==> src/hw/clk_ctrl_pkg.sv <==
package clk_ctrl_pkg;
   // register byte offsets
   localparam logic [3:0] periph_div_offset   = 4'h8;
   localparam logic [3:0] rc_osc_ctrl_offset  = 4'hC;
   // peripheral divide register fields
   localparam int         div_lsb             = 0;
   localparam int         div_msb             = 3;
   localparam int         gate_bit            = 8;
   localparam logic [3:0] div_reset           = 4'h0;
   localparam logic       gate_reset          = 1'b1;
   localparam logic [3:0] div_max_code        = 4'h9;
   // oscillator control register fields
   localparam int         trim_lsb            = 0;
   localparam int         trim_msb            = 7;
   localparam int         band_lsb            = 8;
   localparam int         band_msb            = 10;
   localparam int         sud_lsb             = 12;
   localparam int         sud_msb             = 16;
   localparam logic [2:0] band_reset          = 3'h3;
   localparam logic [4:0] sud_reset           = 5'h00;
   localparam logic [7:0] trim_nominal        = 8'h80;
   // band codes
   localparam logic [2:0] band_1mhz           = 3'h0;
   localparam logic [2:0] band_7mhz           = 3'h1;
   localparam logic [2:0] band_11mhz          = 3'h2;
   localparam logic [2:0] band_14mhz          = 3'h3;
   localparam logic [2:0] band_21mhz          = 3'h4;
endpackage

==> src/hw/periph_clock_and_rc_osc_ctrl.sv <==
// Functional notes
// - divider code n (0..9) gives main clock divided by 2 to the n, reset code 0.
// - the three-bit band field picks 1, 7, 11, 14 or 21 MHz and resets to 3.
// - a band change glitches the oscillator output only when a second band change is written two edges after it.
// - a larger trim value gives a higher frequency, nominal reset 0x80.
// - on the first edge after reset release the trim field loads the 14 MHz production calibration value.
`timescale 1ns/1ps
module periph_clock_and_rc_osc_ctrl (
   // clock and reset
   input  wire logic        clk,
   input  wire logic        rst_b,
   // avalon-mm slave
   input  wire logic [3:0]  address,
   input  wire logic        read,
   input  wire logic        write,
   input  wire logic [31:0] writedata,
   input  wire logic [3:0]  byteenable,
   output logic      [31:0] readdata,
   output logic             waitrequest,
   output logic [1:0]       response,
   // calibration value for the 14 MHz band
   input  wire logic [7:0]  cal_trim_14mhz,
   // peripheral clock enable pulse
   output logic             periph_clock_en,
   // oscillator control
   output logic [2:0]       osc_band,
   output logic [7:0]       osc_trim_value,
   output logic             osc_band_reserved
);

   logic [3:0] periph_clock_divider;
   logic       periph_clock_gate;
   logic [2:0] band_field;
   logic [4:0] startup_delay_field;
   logic [7:0] trim_field;
   logic       ack;
   logic       in_reset;
   logic [8:0] div_count;
   logic [8:0] div_mask;
   logic       hit_div;
   logic       hit_osc;
   logic       band_pending;
   logic [2:0] band_sync;
   logic [7:0] trim_sync;

   // address decode
   assign hit_div = (address == clk_ctrl_pkg::periph_div_offset);
   assign hit_osc = (address == clk_ctrl_pkg::rc_osc_ctrl_offset);

   // one wait cycle, accepted on the second edge
   always_ff @(posedge clk) begin
      if (!rst_b) begin
         ack <= 1'b0;
      end else begin
         ack <= (read || write) && !ack;
      end
   end
   assign waitrequest = (read || write) && !ack;

   // read data and response
   always_ff @(posedge clk) begin
      if (!rst_b) begin
         readdata <= 32'h00000000;
         response <= 2'h0;
      end else if ((read || write) && !ack) begin
         response <= (hit_div || hit_osc) ? 2'h0 : 2'h2;
         if (hit_div) begin
            readdata <= {23'h000000, periph_clock_gate, 4'h0, periph_clock_divider};
         end else if (hit_osc) begin
            readdata <= {15'h0000, startup_delay_field, 1'b0, band_field, trim_field};
         end else begin
            readdata <= 32'h00000000;
         end
      end
   end

   // peripheral divide register
   always_ff @(posedge clk) begin
      if (!rst_b) begin
         periph_clock_divider <= clk_ctrl_pkg::div_reset;
         periph_clock_gate    <= clk_ctrl_pkg::gate_reset;
      end else if (write && ack && hit_div) begin
         if (byteenable[0]) begin
            periph_clock_divider <= writedata[clk_ctrl_pkg::div_msb:clk_ctrl_pkg::div_lsb];
         end
         if (byteenable[1]) begin
            periph_clock_gate <= writedata[clk_ctrl_pkg::gate_bit];
         end
      end
   end

   // oscillator control register, trim loaded from calibration on the first edge after reset
   always_ff @(posedge clk) begin
      if (!rst_b) begin
         band_field          <= clk_ctrl_pkg::band_reset;
         startup_delay_field <= clk_ctrl_pkg::sud_reset;
         trim_field          <= clk_ctrl_pkg::trim_nominal;
         in_reset            <= 1'b1;
      end else begin
         in_reset <= 1'b0;
         if (in_reset) begin
            trim_field <= cal_trim_14mhz;
         end else if (write && ack && hit_osc) begin
            if (byteenable[0]) begin
               trim_field <= writedata[clk_ctrl_pkg::trim_msb:clk_ctrl_pkg::trim_lsb];
            end
            if (byteenable[1]) begin
               band_field <= writedata[clk_ctrl_pkg::band_msb:clk_ctrl_pkg::band_lsb];
            end
            if (byteenable[1] && byteenable[2]) begin
               startup_delay_field <= writedata[clk_ctrl_pkg::sud_msb:clk_ctrl_pkg::sud_lsb];
            end
         end
      end
   end

   // divider mask: 2^code - 1, codes above 9 clamp to 511, a divide by 512
   always_comb begin
      if (periph_clock_divider > clk_ctrl_pkg::div_max_code) begin
         div_mask = 9'h1FF;
      end else begin
         div_mask = 9'((10'h001 << periph_clock_divider) - 10'h001);
      end
   end

   // free running prescaler
   always_ff @(posedge clk) begin
      if (!rst_b) begin
         div_count <= 9'h000;
      end else if ((div_count & div_mask) == div_mask) begin
         div_count <= 9'h000;
      end else begin
         div_count <= div_count + 9'h001;
      end
   end

   // gated enable, one pulse each divided period
   assign periph_clock_en = periph_clock_gate && ((div_count & div_mask) == div_mask);

   // band and trim retimed together, a band change passed on two edges after it is seen, or one edge if written on the edge that passes the last one
   always_ff @(posedge clk) begin
      if (!rst_b) begin
         band_pending <= 1'b0;
         band_sync    <= clk_ctrl_pkg::band_reset;
         trim_sync    <= clk_ctrl_pkg::trim_nominal;
      end else begin
         band_pending <= (band_field != band_sync);
         if (band_pending || (band_field == band_sync)) begin
            band_sync <= band_field;
            trim_sync <= trim_field;
         end
      end
   end

   // outputs toward the oscillator
   assign osc_band          = band_sync;
   assign osc_trim_value    = trim_sync;
   assign osc_band_reserved = (band_sync > clk_ctrl_pkg::band_21mhz);

endmodule
==> config.mk <==
export PLATFORM = sky130hd
export DESIGN_NAME = periph_clock_and_rc_osc_ctrl
export DESIGN_NICKNAME = d
export VERILOG_FILES = /design/src/hw/clk_ctrl_pkg.sv /design/src/hw/periph_clock_and_rc_osc_ctrl.sv
export SDC_FILE = /design/constraint.sdc
export NUM_CORES = 1
export LEC_CHECK = 0
export BUFFER_PORTS_ARGS = -buffer_cell sky130_fd_sc_hd__buf_4
export CAP_MARGIN = 20
export CELL_PAD_IN_SITES_DETAIL_PLACEMENT = 1
export CELL_PAD_IN_SITES_GLOBAL_PLACEMENT = 1
export CORE_UTILIZATION = 36
export CTS_CLUSTER_SIZE = 40
export DETAILED_ROUTE_END_ITERATION = 8
export GPL_TIMING_DRIVEN = 0
export PLACE_DENSITY_LB_ADDON = 0.1
export SLEW_MARGIN = 5
export SYNTH_ARGS = -nofsm -noshare
export SYNTH_HDL_FRONTEND = slang
export SYNTH_SLANG_ARGS = --single-unit
==> constraint.sdc <==
create_clock -name clk -period 2.9 [get_ports clk]
set_clock_uncertainty 0.15 [all_clocks]
set_input_delay 0.58 -clock clk [delete_from_list [all_inputs] [get_ports clk]]
set_output_delay 0.58 -clock clk [all_outputs]
set_load 0.01 [all_outputs]
* Word level (Yosys, flattened, before mapping)
Index checks and enable logic that the tools add are counted.
Operators by class: add/sub/neg operators 2, multiply operators 0, divide/modulo/power cells 0, $lt $le $gt $ge 2, equality and inequality tests 5, shift-type cells 1, mux-type cells 8, bitwise operators 3, reduce and logical (&&, ||, !) cells 18
Operators with widths (number):
- 17-bit two-way mux | 2
- 8-bit two-way mux | 3
- 9-bit by 1-bit adder with 9-bit output, second input constant | 1
- 9-bit bitwise AND | 1
- 9-bit equality test | 1
- 9-bit two-way mux | 1
- 1-bit by 4-bit << shifter with 9-bit output, first input constant | 1
- 9-bit by 1-bit subtractor with 9-bit output, second input constant | 1
- 4-bit equality test, second input constant | 2
- 1-bit logical AND | 6
- 2-bit AND reduction | 3
- 3-bit AND reduction | 2
- 4-bit > comparator, second input constant | 1
- 2-bit nonzero test | 2
- 3-bit equality test | 1
- 3-bit > comparator, second input constant | 1
- 1-bit logical OR | 3
- 3-bit inequality test | 1
- 2-bit two-way mux | 1
- 1-bit NOT | 2
- 2-bit OR reduction | 1
- 1-bit zero test | 1
- 1-bit two-way mux | 1
Storage, ports and cells: register bits 78, latch bits 0, RAM bits 0, memory bits (read-only) 0, bits of input ports 52, output and inout bits 48, logic and storage cells 52, memories 0

* Depth between registers and ports, before layout
depth in word-level cells 6, depth in mapped cells 10, depth with buffers taken out 8

* Worst setup path before layout
OpenSTA, ideal clock, no wires.
path kind reg2out, start point register periph_clock_divider[1], end point output port periph_clock_en, arrival time 1.993 ns, required time 2.170 ns, path slack 0.177 ns, stages on the path, launching flop included 10, buffers on the path 1, path through dfxtp_1 > nor3_2 > nand2b_1 > ha_1 > buf_2 > or2_0 > a21oi_1 > nor3_1 > nor4_4 > and3_1
On the way: cells in the longest elaborated chain, start to end 6
Ends and longest elaborated chain:
- from (decl) | RTL line periph_clock_and_rc_osc_ctrl.sv:31 | logic [3:0] periph_clock_divider;
- from (signal assigned) | RTL line periph_clock_and_rc_osc_ctrl.sv:80 | periph_clock_divider <= clk_ctrl_pkg::div_reset;
- from (signal assigned) | RTL line periph_clock_and_rc_osc_ctrl.sv:84 | periph_clock_divider <= writedata[clk_ctrl_pkg::div_msb:clk_ctrl_pkg::div_lsb];
- 1-bit by 4-bit << shifter with 9-bit output | RTL line periph_clock_and_rc_osc_ctrl.sv:122 | div_mask = 9'((10'h001 << periph_clock_divider) - 10'h001);
- 9-bit by 1-bit subtractor with 9-bit output | RTL line periph_clock_and_rc_osc_ctrl.sv:122
- 9-bit two-way mux (*) | RTL line periph_clock_and_rc_osc_ctrl.sv:119 | if (periph_clock_divider > clk_ctrl_pkg::div_max_code) begin
- 9-bit bitwise AND | RTL line periph_clock_and_rc_osc_ctrl.sv:138 | assign periph_clock_en = periph_clock_gate && ((div_count & div_mask) == div_mask);
- 9-bit equality test (*) | RTL line periph_clock_and_rc_osc_ctrl.sv:138
- 1-bit logical AND (*) | RTL line periph_clock_and_rc_osc_ctrl.sv:138
- to (decl) | RTL line periph_clock_and_rc_osc_ctrl.sv:24 | output logic periph_clock_en,
Every way passes the cells marked *; elsewhere a longest branch is shown, timed or not.

* Worst setup path in the final report
Ends and elaborated chain as after synthesis.

==> flow_summary_export.csv <==
group,metric,value,unit
status,status,"finished, violations left",
status,violations,"setup timing",
synthesis,yosysTopAreaCell,"dfxtp_1",
worst_setup_path,reg2reg_depth,11,
finish,fin_area,3800,sq um
timing,rsz0062_at_grt,"true",
finish,layout_commonest_cell,"buf_4",
synthesis,synth_area,2810,sq um
drt,drt_iter0_drc,64,
timing,hold_viol_final,0,
clock_tree,cts_sinks,61,
floorplanning,die_height,90.4,microns
clock_tree,clock_path_buffers,2,
drt,wl_per_cell,14.9,microns
synthesis,synth_seq_cells,61,
finish,post-route-util,0.512,
global_routing,grt_max_degree,11,
synthesis,synth-async-reset-ratio,0,
timing,fmax,0.330,GHz
worst_setup_path,endpoint_kind,"primary output",
power_and_ir_drop,finalPower,1.70,mW
drt,drt_wl_total,7780,microns
worst_setup_path,critical_path.startpoint_type,"flop",
synthesis,ys_seq_area_frac,0.434,
timing,relSlewSlack,0.484,
global_routing,gr-usage-all-layers,0.200,
worst_setup_path,worstPathArrival,2.30,ns
timing,fin_crit_sh,1.04,
timing,worst_slack,-0.129,ns
timing,min_period,3.03,ns
worst_setup_path,worst_ep_required_time,2.17,ns
finish,final_cell_mix,"buf_4, dfxtp_1, nand2_1",
worst_setup_path,cp_slowest_cell,"dfxtp_4",
synthesis,synth_area_leaders,"dfxtp_1, mux2i_1, nand2_1",
drt,antenna_left,0,
worst_setup_path,worst-path-stages,9,
global_routing,grt_pass1_wl,12800,microns
worst_setup_path,worstPathMaxFanout,7,
synthesis,synth_cell_types,44,
clock_tree,cts_root_buffer,"clkbuf_8",
synthesis,synth_flop_cell,"dfxtp_1",
finish,num-nets-final,474,
global_routing,grt_pass1_vias,2603,
global_routing,antenna_found_initial,0,
hold_path,hold_depth,2,
synthesis,netlist_instances,318,
worst_setup_path,crit_buf_inv,1,
place,pre_cts_ws,-0.186,ns
drt,firstDrtPassIters,4,
floorplanning,core,7410,sq um
floorplanning,die_w,90.4,microns
hold_path,hold_path_class,"reg -> reg",
power_and_ir_drop,vdd.ir_drop.worst,0.217,mV
place,io_buffers,64,
job,cap_violations,0,
floorplanning,initial_utilization,0.379,
finish,area_growth,35.0,%
synthesis,yosysWarnings,0,
worst_setup_path,critical-path-top-delay-family,"simple AND/OR/NAND/NOR gates",
floorplanning,placementRows,31,
finish,antenna_cells,0,
clock_tree,clkTransAtPathRegs,0.07,ns
clock_tree,ctsHoldBuffers,0,
worst_setup_path,critPathKind,"reg -> out",
synthesis,synth_top_area_share,0.434,
clock_tree,cts_tree,"yes",
timing,finalSetupTns,-0.129,ns
global_routing,gr-total-overflow,0,
timing,worst_pin_slew,0.774,ns
place,gp_congestion,0.765,
timing,finalSetupViolCount,1,
floorplanning,dieArea,8170,sq um
power_and_ir_drop,powerDensity,448,nW/um^2
clock_tree,cts_buffers,9,
place,dp_hpwl,5380,microns
synthesis,synth_edf_count,0,
power_and_ir_drop,cellLeakagePower,1.55,nW
place,postPlaceCellArea,3480,sq um
clock_tree,insertion_delay,0.33,ns
worst_setup_path,cpPeakStageDelay,0.35,ns
drt,viasPerCell,4.84,
synthesis,syn_avg_cell_area,8.84,sq um
drt,drc,0,
timing,maxSlewViolCount,0,
drt,vias,2529,
worst_setup_path,cp_cell_sequence,"nor3_4 > nand2b_4 > ha_4 > or2_1 > a21oi_2 > nor3_2 > nor4_4 > and3_4 > buf_6",
floorplanning,ios,100,
clock_tree,htree_levels,3,
finish,drive_above_1_share,0.314,
## per-layer routing
metal | up-vias | track usage | wire, microns
met2 | 58 | 0.346 | 3870
met4 | 0 | 0.0605 | 92
li1 | 1272 | - | -
met1 | 1190 | 0.244 | 3500
met3 | 9 | 0.0480 | 314
met5 | - | 0 | 0
## synth_stat cells, types with 2 or more instances
cell type / number
buf_6: 2
nand2b_1: 4
dfxtp_1: 61
buf_4: 17
nor3_1: 4
clkbuf_1: 10
inv_1: 2
a21o_1: 2
o21ai_0: 12
a22oi_1: 6
nor2_1: 26
a211oi_1: 9
a21oi_1: 24
mux2i_1: 22
a31oi_1: 3
nand2_1: 42
xnor2_1: 7
buf_2: 7
ha_1: 2
xor2_1: 3
nand3_1: 23
and3_1: 2
and2_1: 2
mux2_1: 6
## cell type report
type,count,area [sq um]
Fill cell,911,3610
Tap cell,99,124
Timing Repair Buffer,76,578
Clock inverter,2,10.0
Inverter,3,11.3
Sequential cell,61,1230
Multi-Input combinational cell,234,1470
Buffer,35,224
Clock buffer,12,155
## logic make-up after synthesis
family,after synthesis,synth area share
DFF,61,0.434
AOI/OAI and AO/OA,61,0.135
other,1,0.00133
adders and majority gates,2,0.00890
muxes,29,0.106
and+or+nand+nor,115,0.200
xor gates and xnor gates,10,0.0312
buffers and inverters,39,0.0832
## sequential cells by signal, indices dropped and copies added, names as in the netlist, 3 cells and up
signal                cells
trim_field                8
osc_trim_value            8
readdata                 16
osc_band                  3
div_count                 9
periph_clock_divider      4
startup_delay_field       5
band_field                3
## per-stage QoR
stage / hold slack, ns / instances
after floorplan: 0.282 / 334
after global placement: 0.292 / 497
after detailed placement: 0.298 / 497
after CTS: 0.298 / 523
after global routing: 0.307 / 522
final: 0.305 / 522
## worst min-delay path: cells and delay by family (launching register included)
family	cells	cell delay, ns
AND/OR/NAND/NOR	1	0.05
AO/OA/AOI/OAI	1	0.05
flip-flops	1	0.31
## worst paths after layout
| check | slack, ns | endpoint | start |
|---|---|---|---|
| worst min register to register | 0.31 | readdata[13] | readdata[13] |
| worst min-delay path | 0.31 | readdata[13] | readdata[13] |
| worst max register to register | 0.47 | div_count[8] | periph_clock_divider[1] |
| worst max-delay path | -0.13 | periph_clock_en | periph_clock_divider[1] |
## power breakdown
group	leakage, nW	total (mW)	internal, mW	switching (mW)
Combinational	0.967	0.179	0.0879	0.0906
Sequential	0.497	0.864	0.854	0.0108
Clock	0.0881	0.658	0.345	0.314
Total	1.55	1.70	1.29	0.415
## timing repair
item	4_1_cts	5_1_grt
endpoints found under the setup margin	1	1
buffers inserted	12	2
gates resized for setup	10	11
pin swaps	9	12
Note: power is estimated with default switching activity, not from simulation.
